$ cat src/logic/bpb_pkg.sv
// Notes on behaviour
// - Bank B bit0 picks PWM input one/two
// - Bank C bit0 picks PWM input one/two
// - Bit1 polarity: 0 active low, 1 high
// - Bits 6:2 enable PWM per zone 0-4
// - Bright bit0: 0 ambient, 1 bus control
// - Bright bit1: 0 exponential, 1 linear mapping
// - Bits 4:2 pick target 0-3, 1XX target 4
// - Pointer only counts under bus control
// - Brightness registers at 0x16, 0x18, 0x1a
// - PWM maps B, C at 0x14, 0x15
// - Bank A PWM map at 0x13, same layout
// - Each sink follows its assigned bank
package bpb_pkg;

  localparam int NUM_BANKS = 3;
  localparam int NUM_ZONES = 5;

  localparam logic [7:0] OFF_SINK_MAP  = 8'h10;
  localparam logic [7:0] OFF_PWM_MAP_A = 8'h13;
  localparam logic [7:0] OFF_PWM_MAP_B = 8'h14;
  localparam logic [7:0] OFF_PWM_MAP_C = 8'h15;
  localparam logic [7:0] OFF_BRI_CFG_A = 8'h16;
  localparam logic [7:0] OFF_BRI_CFG_B = 8'h18;
  localparam logic [7:0] OFF_BRI_CFG_C = 8'h1a;

  // PWM map fields
  localparam int PWM_SEL_BIT  = 0;
  localparam int PWM_POL_BIT  = 1;
  localparam int PWM_ZONE_LSB = 2;
  localparam logic [7:0] PWM_MAP_MASK  = 8'h7f;
  localparam logic [7:0] PWM_MAP_RESET = 8'h02;

  // Brightness config fields
  localparam int BRI_BUS_BIT  = 0;
  localparam int BRI_LIN_BIT  = 1;
  localparam int BRI_PTR_LSB  = 2;
  localparam int BRI_PTR_MSB  = 4;
  localparam logic [7:0] BRI_CFG_MASK  = 8'h1f;
  localparam logic [7:0] BRI_CFG_RESET = 8'h11;

  // Sink assignment: two bits per sink, 1X means bank C
  localparam logic [7:0] SINK_MAP_MASK  = 8'h3f;
  localparam logic [7:0] SINK_MAP_RESET = 8'h24;

  localparam logic [2:0] TARGET_FOUR = 3'h4;

  typedef struct packed {
    logic [7:0] addr;
    logic [7:0] wdata;
    logic       wr;
  } bpb_reg_req_t;

  typedef struct packed {
    logic       pwm;
    logic       bus_ctrl;
    logic       linear;
    logic [2:0] target;
  } bpb_sink_t;

  typedef struct packed {
    logic [NUM_BANKS-1:0][7:0] pwm_map;
    logic [NUM_BANKS-1:0][7:0] bri_cfg;
    logic [7:0]                sink_map;
    logic [1:0]                sync1;
    logic [1:0]                sync2;
    logic [7:0]                rdata;
    bpb_sink_t [NUM_BANKS-1:0] sink;
  } bpb_state_t;

endpackage

$ cat src/logic/bpb_bank_cfg.sv
`timescale 1ns/1ps
module bpb_bank_cfg (
  input  wire logic                        CLOCK_I,
  input  wire logic                        SYS_RST_I,
  input  wire bpb_pkg::bpb_reg_req_t       REG_REQ_I,
  output logic [7:0]                       REG_RDATA_O,
  input  wire logic                        PWM_ONE_I,
  input  wire logic                        PWM_TWO_I,
  input  wire logic [2:0]                  ZONE_I,
  output bpb_pkg::bpb_sink_t [2:0]         SINK_O
);

  bpb_pkg::bpb_state_t state_reg;
  bpb_pkg::bpb_state_t state_next;
  logic [2:0]          bank_pwm;
  logic [2:0]          bank_zone_en;
  logic [2:0]          bank_in;
  logic [2:0][2:0]     bank_tgt;
  logic                zone_ok;

  assign REG_RDATA_O = state_reg.rdata;
  assign SINK_O      = state_reg.sink;
  assign zone_ok     = ZONE_I < 3'(bpb_pkg::NUM_ZONES);

  // Per-bank gating from registered state and the live zone input
  always_comb begin
    for (int b = 0; b < bpb_pkg::NUM_BANKS; b++) begin
      logic [7:0] pm;
      logic [7:0] bc;
      pm = state_reg.pwm_map[b];
      bc = state_reg.bri_cfg[b];
      // Only the second stage is looked at
      bank_in[b] = pm[bpb_pkg::PWM_SEL_BIT] ? state_reg.sync2[1]
                                            : state_reg.sync2[0];
      bank_zone_en[b] = zone_ok &&
                        pm[bpb_pkg::PWM_ZONE_LSB + 32'(ZONE_I)];
      // Disabled zone runs the bank at full duty
      if (bank_zone_en[b]) begin
        bank_pwm[b] = pm[bpb_pkg::PWM_POL_BIT] ? bank_in[b]
                                               : !bank_in[b];
      end else begin
        bank_pwm[b] = 1'b1;
      end
      if (bc[bpb_pkg::BRI_BUS_BIT]) begin
        bank_tgt[b] = bc[bpb_pkg::BRI_PTR_MSB] ? bpb_pkg::TARGET_FOUR
                      : {1'b0, bc[bpb_pkg::BRI_PTR_LSB +: 2]};
      end else begin
        // Ambient path follows the live zone, pointer ignored
        bank_tgt[b] = zone_ok ? ZONE_I : bpb_pkg::TARGET_FOUR;
      end
    end
  end

  always_comb begin
    logic [1:0] sel;
    logic [7:0] wd;
    sel = 2'h0;
    wd = REG_REQ_I.wdata;
    state_next = state_reg;
    state_next.sync1 = {PWM_TWO_I, PWM_ONE_I};
    state_next.sync2 = state_reg.sync1;
    if (REG_REQ_I.wr) begin
      unique case (REG_REQ_I.addr)
        bpb_pkg::OFF_PWM_MAP_A:
          state_next.pwm_map[0] = wd & bpb_pkg::PWM_MAP_MASK;
        bpb_pkg::OFF_PWM_MAP_B:
          state_next.pwm_map[1] = wd & bpb_pkg::PWM_MAP_MASK;
        bpb_pkg::OFF_PWM_MAP_C:
          state_next.pwm_map[2] = wd & bpb_pkg::PWM_MAP_MASK;
        bpb_pkg::OFF_BRI_CFG_A:
          state_next.bri_cfg[0] = wd & bpb_pkg::BRI_CFG_MASK;
        bpb_pkg::OFF_BRI_CFG_B:
          state_next.bri_cfg[1] = wd & bpb_pkg::BRI_CFG_MASK;
        bpb_pkg::OFF_BRI_CFG_C:
          state_next.bri_cfg[2] = wd & bpb_pkg::BRI_CFG_MASK;
        bpb_pkg::OFF_SINK_MAP:
          state_next.sink_map = wd & bpb_pkg::SINK_MAP_MASK;
        default: ;
      endcase
    end
    // Read data lags the address by one clock; unmapped reads zero
    unique case (REG_REQ_I.addr)
      bpb_pkg::OFF_PWM_MAP_A: state_next.rdata = state_reg.pwm_map[0];
      bpb_pkg::OFF_PWM_MAP_B: state_next.rdata = state_reg.pwm_map[1];
      bpb_pkg::OFF_PWM_MAP_C: state_next.rdata = state_reg.pwm_map[2];
      bpb_pkg::OFF_BRI_CFG_A: state_next.rdata = state_reg.bri_cfg[0];
      bpb_pkg::OFF_BRI_CFG_B: state_next.rdata = state_reg.bri_cfg[1];
      bpb_pkg::OFF_BRI_CFG_C: state_next.rdata = state_reg.bri_cfg[2];
      bpb_pkg::OFF_SINK_MAP:  state_next.rdata = state_reg.sink_map;
      default:                state_next.rdata = 8'h00;
    endcase
    for (int s = 0; s < bpb_pkg::NUM_BANKS; s++) begin
      sel = state_reg.sink_map[2*s +: 2];
      if (sel[1]) begin
        sel = 2'h2;
      end
      state_next.sink[s].pwm      = bank_pwm[sel];
      state_next.sink[s].bus_ctrl =
        state_reg.bri_cfg[sel][bpb_pkg::BRI_BUS_BIT];
      state_next.sink[s].linear   =
        state_reg.bri_cfg[sel][bpb_pkg::BRI_LIN_BIT];
      state_next.sink[s].target   = bank_tgt[sel];
    end
    if (SYS_RST_I) begin
      state_next = '0;
      for (int b = 0; b < bpb_pkg::NUM_BANKS; b++) begin
        state_next.pwm_map[b] = bpb_pkg::PWM_MAP_RESET;
        state_next.bri_cfg[b] = bpb_pkg::BRI_CFG_RESET;
      end
      state_next.sink_map = bpb_pkg::SINK_MAP_RESET;
    end
  end

  always_ff @(posedge CLOCK_I) begin
    state_reg <= state_next;
  end
endmodule

$ cat config.mk
export PLATFORM = sky130hd
export DESIGN_NAME = bpb_bank_cfg
export DESIGN_NICKNAME = d
export VERILOG_FILES = /design/src/logic/bpb_pkg.sv /design/src/logic/bpb_bank_cfg.sv
export SDC_FILE = /design/constraint.sdc
export NUM_CORES = 1
export LEC_CHECK = 0
export ABC_CLOCK_PERIOD_IN_PS = 2800
export BUFFER_PORTS_ARGS = -buffer_cell sky130_fd_sc_hd__buf_2
export CAP_MARGIN = 5
export CORE_MARGIN = 2
export CORE_UTILIZATION = 50
export CTS_CLUSTER_SIZE = 30
export DETAILED_ROUTE_END_ITERATION = 6
export MAX_ROUTING_LAYER = met4
export PLACE_DENSITY = 0.68
export SETUP_SLACK_MARGIN = 0.3
export SLEW_MARGIN = 20
export SYNTH_ARGS = -nofsm -noshare
export SYNTH_HDL_FRONTEND = slang
export SYNTH_SLANG_ARGS = --single-unit
$ cat constraint.sdc
create_clock -name CLOCK_I -period 2.8 [get_ports CLOCK_I]
set_clock_uncertainty 0.2 [all_clocks]
set_input_delay 0.28 -clock CLOCK_I [delete_from_list [all_inputs] [get_ports CLOCK_I]]
set_output_delay 0.28 -clock CLOCK_I [all_outputs]
set_load 0.005 [all_outputs]
# [After elaboration in Yosys (flattened, before gate mapping)]
# Cells that the tools add are included.
# Widths: inputs -> output; s select.
[word_totals] wordCells=92 regBits=72 output_inout_bits=26
[classes] n_mux=44 magnitude_cmp=5 n_eq_ne=7 addsub=1 reduce_logical=13
[op_table] cell="$eq 8x5->1 const B" n=7
[op_table] cell="$pmux 7 s7" n=1
[op_table] cell="$bmux 8 s2" n=3
[op_table] cell="$mux 3" n=10
[op_table] cell="$bmux 3 s2" n=3
[op_table] cell="$mux 1" n=15
[op_table] cell="$reduce_and 2->1" n=7
[op_table] cell="$mux 2" n=6
[op_table] cell="$bmux 1 s3" n=3
[op_table] cell="$lt 2x3->1 const B" n=3
[op_table] cell="$bmux 1 s2" n=3
[op_table] cell="$add 2x3->4 const A" n=1
[op_table] cell="$lt 4x4->1 const B" n=1
[op_table] cell="$logic_and 1x1->1" n=3
[op_table] cell="$logic_not 1->1" n=3
[op_table] cell="$lt 3x3->1 const B" n=1

# [Depth between registers and ports, before layout]
# Gate-level depths: netlist of the first run.
[logic_depth] ltp_word=7 depth_mapped=6 ltp_nobuf=6

# [Worst setup path after synthesis of the first run]
# No wires, ideal clock.
[synth_path] path_type="input port to flip-flop" startpoint="input REG_REQ_I[12] (netlist name)" endpoint="register state_reg, in the netlist REG_RDATA_O[0]" setup_ns=0.128 path_slack_ns=0.975 n_path_buf=2 path_stages=5 arrival_time_ns=1.497 required_time_ns=2.472 path_cell_list="clkbuf_1 buf_1 mux2_2 a221oi_1 a21oi_1"
[synth_via] elab_chain_cells=2
[synth_lines] item="from (decl)" line="bpb_bank_cfg.sv:5" rtl="input wire bpb_pkg::bpb_reg_req_t REG_REQ_I,"
[synth_lines] item="$eq 8x5->1" line="bpb_bank_cfg.sv:82" rtl="unique case (REG_REQ_I.addr)"
[synth_lines] item="$pmux 7 s7 (*)" line="bpb_bank_cfg.sv:82"
[synth_lines] item="to (signal assigned)" line="bpb_bank_cfg.sv:115" rtl="state_reg <= state_next;"
[synth_lines] item="to (decl)" line="bpb_bank_cfg.sv:13" rtl="bpb_pkg::bpb_state_t state_reg;"
# Every way passes the cells marked *; elsewhere a longest branch is shown, timed or not.
# A chain may end at the register's enable or synchronous reset.

# [Worst setup path in the final report of the first run]
[layout_path] startpoint="register state_reg[78] (netlist name)" endpoint="register state_reg, in the netlist SINK_O[17]"
[layout_via] elab_chain_cells=6
[layout_lines] item="$bmux 1 s3 / $mux 1 (equally long branches)" line="bpb_bank_cfg.sv:36, bpb_bank_cfg.sv:33"
[layout_lines] item="$mux 1 (implied by the code) / $logic_not 1->1 (equally long branches)" line="bpb_bank_cfg.sv:36, bpb_bank_cfg.sv:40"
[layout_lines] item="$logic_and 1x1->1 / $mux 1 (equally long branches)" line="bpb_bank_cfg.sv:35, bpb_bank_cfg.sv:39"
[layout_lines] item="$mux 1 (*)" line="bpb_bank_cfg.sv:38" rtl="if (bank_zone_en[b]) begin"
[layout_lines] item="$bmux 1 s2 (*)" line="bpb_bank_cfg.sv:97" rtl="state_next.sink[s].pwm = bank_pwm[sel];"
[layout_lines] item="$mux 1 (implied by the code) (*)" line="bpb_bank_cfg.sv:97"
# Every way passes the cells marked *; elsewhere a longest branch is shown, timed or not. The select of a mux whose other input is x is not followed.

==> run metrics, run 1 <==
most frequent cell after synthesis dfxtp_1; core area 7250 µm²; Post-synth top cells 71 x dfxtp_1, 53 x nor2_1, 49 x mux2i_1; Synthesized Nets 439; 1st-pass router iterations 4; vias in the first global route 2802; Cell Rows 31; Cell variety after synth 49; Synth Flop Type dfxtp_1; clk root buf clkbuf_8; Starting Density 51.5%; max-slew violation count 0; WS Path Type reg -> reg; Peak supply drop 0.000356 V; Post-synth ARST share 0%; Post-DRT Antenna Nets 0; filler cell count in the final layout 680; cts bufs inserted 9; RSZ-0062 raised after global routing false; total leakage power 1.92 nW; post-DP HPWL 6.41 mm; min Tclk post-route 1970 ps; FF-to-FF path depth 4; DRC Markers 0; relative slew slack 53.6%; Largest register FFs 46; area grow syn2layout 10.1%; Die ar. 8180 µm²; initial antenna violation count 0; Hold WS 44.1 ps; post-synthesis sequential area ratio 38.0%; Seq cells post-synth 71; CTS tree built; Max Cap Viol 0; CTS Buffer Depth 2; cell area after synthesis 3740 µm²; Clk Latency, worst-skew pair 350 ps; Post-Syn Instances 412; GP Congestion 0.932; type of the worst min-delay path in -> reg; I/O Buffers 47; Finish-stage setup viols 0; pin count of the biggest net entering global routing 37; final wirelength 9.07 mm; PostCTS Resize Cnt 0; final-report hold violation count 0; Fmax 506 MHz; layout cell share with drive strength beyond 1 21.0%; Total Routing Usage GR 23.5%; Critical Path End Type flop; Synth top area share 38.0%; Die H 90.5 µm; # diodes 0; Worst-path clk slew 70 ps; first-pass GRT wire length 14.8 mm; cell accounting for the most synthesized area dfxtp_1; synthesized area per cell 9.07 µm²; CTS Sinks 71; Avg Vias per Cell 5.66; via count 2989; Ys Warns 0; power per standard cell area 561 nW/µm²; DR iter-0 viols 188; num ports 50; # nets final 451; fin crit share 70.5%; wire per inst 17.2 µm; status complete, no violations; H-tree levels 3; die width 90.5 µm; grt ovf 0; Worst Tran Pin Value 687 ps; final setup TNS 0 ps; top post-synthesis cells by area dfxtp_1 38%, mux2i_1 13%, nor2_1 5.3%, buf_4 5.2%, mux2_2 3.9%; CP required 2800 ps; CP max FO 4; hold path cells 3; Worst Path Arrival 1970 ps; crit start category flop; Post-synth EDFFs 0
layout make-up:
class / count / area, µm² / share of cell area [%]
Multi-Input combinational cell: 276 / 1960 / 47.6
Sequential cell: 71 / 1420 / 34.5
Timing Repair Buffer: 52 / 280 / 6.81
Clock buffer: 11 / 151 / 3.68
Clock inverter: 5 / 128 / 3.10
Tap cell: 99 / 124 / 3.01
Inverter: 14 / 52.6 / 1.28
cells in the final DEF (no fill, tap or decap), types with 2 or more instances in the layout:
master | netlist | routed
dfxtp_1 | 71 | 71
nor2_1 | 53 | 53
mux2i_1 | 49 | 49
buf_2 | 6 | 47
nand2_1 | 19 | 19
a21oi_1 | 19 | 19
inv_1 | 14 | 14
nor2b_1 | 13 | 13
mux2_2 | 13 | 13
clkbuf_8 | 0 | 11
o211ai_1 | 10 | 10
nor3_1 | 9 | 9
nand2b_1 | 7 | 7
a221oi_1 | 7 | 7
o22ai_1 | 7 | 7
nand3_1 | 7 | 7
a211o_1 | 5 | 5
nand3b_1 | 5 | 5
a22o_1 | 5 | 5
nand4_2 | 4 | 4
a21o_1 | 4 | 4
o41ai_1 | 4 | 4
bufinv_16 | 0 | 4
xor2_1 | 3 | 3
o221ai_1 | 3 | 3
o21ai_0 | 3 | 3
ha_1 | 3 | 3
dlygate4sd3_1 | 0 | 3
nand4b_1 | 2 | 2
o31a_1 | 2 | 2
a211o_2 | 2 | 2
o2bb2ai_1 | 2 | 2
buf_4 | 26 | 2
worst paths after layout:
kind                            slack [ps]                         end                        from
worst max-delay path                   830       SINK_O[17]$_SDFF_PP0_  state_reg[78]$_SDFFE_PP0P_
worst min-delay path                    40  state_reg[75]$_SDFFE_PP0P_                REG_REQ_I[6]
worst max register to register         830       SINK_O[17]$_SDFF_PP0_  state_reg[78]$_SDFFE_PP0P_
worst min register to register         240    state_reg[27]$_SDFF_PP0_    state_reg[29]$_SDFF_PP0_
timing repair:
item	4_1_cts	5_1_grt
buffers inserted	0	0
hold endpoints to repair	4	0
hold buffers	3	0
per-stage QoR:
stage | util [%] | cell area [µm²] | power, mW | worst slack [ps] | std cells
floorplan | - | 3740 | 1.17 | 975 | 412
global placement | 52.5 | 3810 | 1.21 | 677 | 509
detailed placement | 52.5 | 3810 | 1.21 | 596 | 509
CTS | 56.8 | 4120 | 2.32 | 861 | 528
global route | 56.8 | 4120 | 2.38 | 765 | 528
finish | 56.8 | 4120 | 2.31 | 825 | 528
cells by family after synthesis:
kind of cell	Yosys count	synth area share, %
simple gates	130	18.6
compound gates	77	14.9
flops	71	38.0
buf+inv	65	9.54
mux	62	17.0
fa+ha+maj	3	1.00
xor+xnor	3	0.703
other cells	1	0.100
power by group:
group	internal, mW	leakage (nW)	switching [mW]	total (mW)
combinational	0.0642	1.21	0.0982	0.162
clock	0.731	0.136	0.390	1.12
sequential	1.02	0.576	0.00430	1.03
routing by layer:
layer / GRT usage, % / vias to the layer above / part of all wire, %
met3: 3.34 / 23 / 5.1
met1: 30.5 / 1408 / 45
met2: 36.8 / 94 / 48
met4: 10.1 / 0 / 2.2
li1: - / 1464 / -
met5: - / - / 0
critical path, stage by stage (launching register included):
cell and delay, ps:
dfxtp_1 440, mux2i_1 240, xor2_1 90, o41ai_1 670, o221ai_1 190
Power figures use the tool's default switching activity.
==> inputs of run 2 (changes only) <==
- ABC_CLOCK_PERIOD_IN_PS: 2800 -> 1750
- PLACE_DENSITY: 0.68 -> 0.7
- clock period: 2.8 -> 1.75 ns (I/O delays scaled with it)
==> run 2 against run 1 <==
Fmax is 23% higher. Non-clock buffer count is 36 higher. First-iteration DRC count is 3.7% lower. Hold slack worse by 29 ps. Clock power is 33% higher. Sequential power is 59% higher. Design area is 12% higher.
==> run metrics, run 2 (synthesis results as in run 1) <==
Largest register FFs 46 (unchanged); min Tclk post-route 1600 ps (-370 ps); # nets final 487 (+8.0%); GP Congestion 0.909 (-2.5%); total leakage power 2.12 nW (+11%); layout cell share with drive strength beyond 1 34.4% (+13 points); 1st-pass router iterations 5 (+1); final setup TNS 0 ps (unchanged); Worst Path Arrival 1620 ps (-350 ps); Die ar. 8180 µm² (unchanged); Peak supply drop 0.000497 V (+40%); status complete, no violations; Clock power frac 42.9% (-5.6 points); grt ovf 0 (unchanged); Post-DRT Antenna Nets 0 (unchanged); type of the worst min-delay path in -> reg; most common cell after layout, fill and taps aside dfxtp_1; post-route cell area 4590 µm² (+12%); Comb power frac 10.1% (+3.1 points); Total Routing Usage GR 25.0% (+1.5 points); P_sw 811 µW (+65%); DR iter-0 viols 181 (-3.7%); Die H 90.5 µm (unchanged); # diodes 0 (unchanged); die width 90.5 µm (unchanged); cts bufs inserted 9 (unchanged); met3 Usage GRT 4.84% (+1.5 points); power share of the sequential group 47.0% (+2.6 points); GRT met2 Usage 38.7% (+1.9 points); CTS Buffer Depth 2 (unchanged); power per standard cell area 757 nW/µm² (+35%); Finish-stage setup viols 0 (unchanged); Cell Rows 31 (unchanged); Clk Latency, worst-skew pair 350 ps (about the same); post-DP HPWL 6.89 mm (+7.6%); met1 usage 32.0% (+1.5 points); CTS tree built; Hold WS 15.6 ps (-28.5 ps); wire per inst 17.3 µm (+0.61%); CP max FO 3 (-1); vias in the first global route 3084 (+10%); crit start category flop; final-report hold violation count 0 (unchanged); CP required 1770 ps (-1030 ps); GR peak layer met2; area grow syn2layout 22.9%; Fmax 623 MHz (+23%); initial antenna violation count 0 (unchanged); first-pass GRT wire length 15.7 mm (+6.2%); most frequent cells in the layout 57 x dfxtp_1, 53 x nor2_1, 47 x buf_2, 46 x mux2i_1, 30 x buf_4; DRC Markers 0 (unchanged); core area 7250 µm² (unchanged); CTS Sinks 71 (unchanged); num ports 50 (unchanged); clk root buf clkbuf_8; worst reg2reg setup slack 150 ps (-680 ps); RSZ-0062 raised after global routing true; max-slew violation count 0 (unchanged); total power 3.48 mW (+51%); H-tree levels 3 (unchanged); fin crit share 91.7% (+21 points); pin count of the biggest net entering global routing 26 (-30%); I/O Buffers 47 (unchanged); Critical Path End Type flop; Int Power 2.67 mW (+47%); Sw Share 23.3% (+2.0 points); via count 3228 (+8.0%); Worst-path clk slew 70 ps (about the same); final wirelength 9.75 mm (+7.5%); Starting Density 51.5% (unchanged); Placed Area 4100 µm² (+7.8%); Max Cap Viol 0 (unchanged); Avg Vias per Cell 5.72 (+1.1%); WS Path Type reg -> reg
## run 2: cell types whose count changed in the layout (fill, tap and decap cells not counted), moves of 5 or more
cell and change:
dlygate4sd3_1 +6, dfxtp_1 -14, dfxtp_2 +10, o22ai_1 -5, buf_4 +28, o22ai_2 +5
## run 2: stage by stage
stage / cells / worst slack, ps / utilization [%]
3_3_place_gp: 532 / 25.5 / 56.6
2_1_floorplan: 412 / 72.4 / -
4_1_cts: 562 / 174 / 62.2
6_report: 564 / 146 / 63.3
3_5_place_dp: 532 / -40.6 / 56.6
5_1_grt: 564 / 24.9 / 63.3
## run 2: final timing paths
kind | start | end | cells past startpoint
setup / recovery | state_reg[62]$_SDFFE_PP0P_ | SINK_O[17]$_SDFF_PP0_ | 4
setup reg to reg | state_reg[62]$_SDFFE_PP0P_ | SINK_O[17]$_SDFF_PP0_ | 4
hold / removal | REG_REQ_I[10] | REG_RDATA_O[5]$_SDFF_PP0_ | 3
hold reg to reg | state_reg[28]$_SDFF_PP0_ | state_reg[26]$_SDFF_PP0_ | 1
## run 2: cell type report
cell class	count	area [µm²]
clock buffer	13	159
timing repair buffer	88	582
clock inverter	3	65.1
fill	642	2660
tap	99	124
multi-input combinational	276	2160
sequential	71	1450
inverter	14	52.6
## run 2: metal layers
| layer | routed length, µm | up-vias |
|---|---|---|
| met2 | 4640 | 114 |
| li1 | - | 1541 |
| met3 | 516 | 24 |
| met1 | 4350 | 1549 |
| met5 | 0 | - |
| met4 | 242 | 0 |
## run 2: timing repair
item                                    CTS  global route
cloned                                    0             0
pin swaps                                 5             6
endpoints found under the setup margin   13            23
hold endpoints to repair                 32             0
setup buffers                             5             2
hold buffers                              9             0
resized for setup                        16            16
## run 2: power groups by stage
stage | sequential [mW] | clock [mW] | combinational [mW]
3_3_place_gp | 1.68 | 0 | 0.302
4_1_cts | 1.64 | 1.51 | 0.340
3_5_place_dp | 1.68 | 0 | 0.309
2_1_floorplan | 1.68 | 0 | 0.217
5_1_grt | 1.64 | 1.57 | 0.381
6_report | 1.64 | 1.49 | 0.351
## run 2: worst max-delay path: stages, from the launching register on
cell	delay, ps
dfxtp_4	350
mux2i_2	260
xor2_2	140
o41ai_2	350
o221ai_1	160
==> inputs of run 3 (changes only) <==
- CORE_UTILIZATION: 50 -> 40
- PLACE_DENSITY: 0.7 -> 0.58
==> run 3 against run 2 <==
Critical path type unchanged. Combinational power up 3%. Setup slack improved by 23 ps. Non-clock buffer count up 1. Sequential power about the same.
==> run metrics, run 3 (synthesis results as in run 1) <==
status complete, no violations; Total Routing Usage GR 21.5% (-3.5 points); Worst Path Arrival 1590 ps (-30 ps); DRC Markers 0 (unchanged); crit start category flop; CP max FO 3 (unchanged); layout cell share with drive strength beyond 1 34.0% (-0.43 points); register area 1450 µm² (about the same); Multi-input gate area 2190 µm² (+1.3%); most frequent cells in the layout 60 x dfxtp_1, 53 x nor2_1, 48 x mux2i_1, 47 x buf_2, 28 x buf_4; most common cell after layout, fill and taps aside dfxtp_1; RSZ-0062 raised after global routing true; Die ar. 10100 µm² (+24%); CTS Buffer Depth 2 (unchanged); I/O Buffers 47 (unchanged); core area 9150 µm² (+26%); DR iter-0 viols 135 (-25%); CP required 1760 ps (about the same); Die H 101 µm (+11%); FF-to-FF path depth 4 (unchanged); hold path cells 3 (unchanged); H-tree levels 3 (unchanged); Post-DRT Antenna Nets 0 (unchanged); vias in the first global route 3020 (-2.1%); post-route cell area 4690 µm² (+2.2%); Crit path max-delay family compound AO/OA/AOI/OAI gates; CTS tree built; # diodes 0 (unchanged); CP Cell Sequence mux2_2 -> o22ai_2 -> o41ai_4 -> o221ai_1; Cell Rows 35 (+13%); post-DP HPWL 7.08 mm (+2.7%); GRT met2 Usage 33.8% (-4.9 points); total leakage power 2.18 nW (+2.8%); type of the worst min-delay path in -> reg; cts bufs inserted 9 (unchanged); Fmax 632 MHz (+1.4%); clk root buf clkbuf_8; GP Congestion 0.888 (-2.3%); Starting Density 40.8% (-11 points); 1st-pass router iterations 4 (-1); wire per inst 17.5 µm (+1.1%); non-filler cells, final 576 (+2.1%); slowest CP cell o41ai_4; CTS Sinks 71 (unchanged); pin count of the biggest net entering global routing 23 (-12%); final setup TNS 0 ps (unchanged); met3 Usage GRT 3.33% (-1.5 points); fin crit share 90.4% (-1.3 points); power per standard cell area 790 nW/µm² (+4.4%); Critical Path End Type flop; CP Depth 4 (unchanged); filler cell count in the final layout 841 (+31%); WS Path Type reg -> reg; min Tclk post-route 1580 ps (-22.5 ps); Max Cap Viol 0 (unchanged); num ports 50 (unchanged); Avg Vias per Cell 5.48 (-4.3%); met1 usage 27.5% (-4.5 points); area grow syn2layout 25.6%; Placed Area 4150 µm² (+1.0%); CP bufs+invs 0 (unchanged); total power 3.71 mW (+6.7%); final wirelength 10.1 mm (+3.2%); placed insts 546 (+2.6%); grt ovf 0 (unchanged); Slowest Stage Delay on Critical Path 410 ps (+60 ps); via count 3155 (-2.3%); die width 101 µm (+11%); final-report hold violation count 0 (unchanged); Finish-stage setup viols 0 (unchanged); initial antenna violation count 0 (unchanged); GR peak layer met2; Largest register FFs 46 (unchanged); Worst-path clk slew 80 ps (about the same); Clk Latency, worst-skew pair 350 ps (about the same); # nets final 488 (+0.21%); first-pass GRT wire length 16.1 mm (+2.6%); max-slew violation count 0 (unchanged); Peak supply drop 0.000388 V (-22%)
run 3: changes by cell type in the layout (fill, tap and decap cells not counted), moves of 2 or more:
cell / before / now
clkbuf_8: 11 / 9
clkbuf_1: 2 / 0
dfxtp_1: 57 / 60
buf_4: 30 / 28
mux2i_1: 46 / 48
dfxtp_2: 10 / 6
bufinv_16: 2 / 4
mux2i_2: 3 / 0
run 3: what timing repair did:
| action | in CTS | in global routing |
|---|---|---|
| setup endpoints to repair | 10 | 19 |
| hold endpoints to repair | 28 | 0 |
| gates resized for setup | 14 | 21 |
| buffers inserted | 3 | 2 |
| pin swaps | 5 | 8 |
| hold buffers | 10 | 0 |
run 3: final timing paths:
kind / start / endpoint / slack, ps
max: state_reg[81]$_SDFFE_PP0P_ / SINK_O[5]$_SDFF_PP0_ / 170
min: REG_REQ_I[4] / state_reg[33]$_SDFFE_PP0P_ / 7
max reg2reg: state_reg[81]$_SDFFE_PP0P_ / SINK_O[5]$_SDFF_PP0_ / 170
min reg2reg: state_reg[28]$_SDFF_PP0_ / state_reg[26]$_SDFF_PP0_ / 240
run 3: layout make-up:
cell class                      count  share of cell area, %
Tap cell                          111                   2.96
Multi-Input combinational cell    276                   46.6
Clock buffer                        9                   2.64
Sequential cell                    71                   30.8
Clock inverter                      6                   2.85
Inverter                           14                   1.12
Timing Repair Buffer               89                   13.0
run 3: worst register-to-register path, stage by stage (launching register included):
cell      delay, ps
dfxtp_1         380
mux2_2          180
o22ai_2         100
o41ai_4         410
o221ai_1        170
run 3: metal layers:
metal,routed length [µm],part of all wire (%)
met1,4440,44
met2,4830,48
met3,525,5.2
met4,271,2.7
met5,0,0
run 3: through the flow:
step                utilization, %  hold WS, ps  setup WS (ps)
floorplan                        -          103           72.4
detailed placement            45.3          187           4.92
global route                  51.3         33.3           84.0
finish                        51.3         7.49            168
global placement              45.3          182           20.9
CTS                           49.9         3.85            179
run 3: power by group:
group,internal [mW],switching [mW]
combinational,0.163,0.199
clock,1.08,0.630
sequential,1.63,0.00780
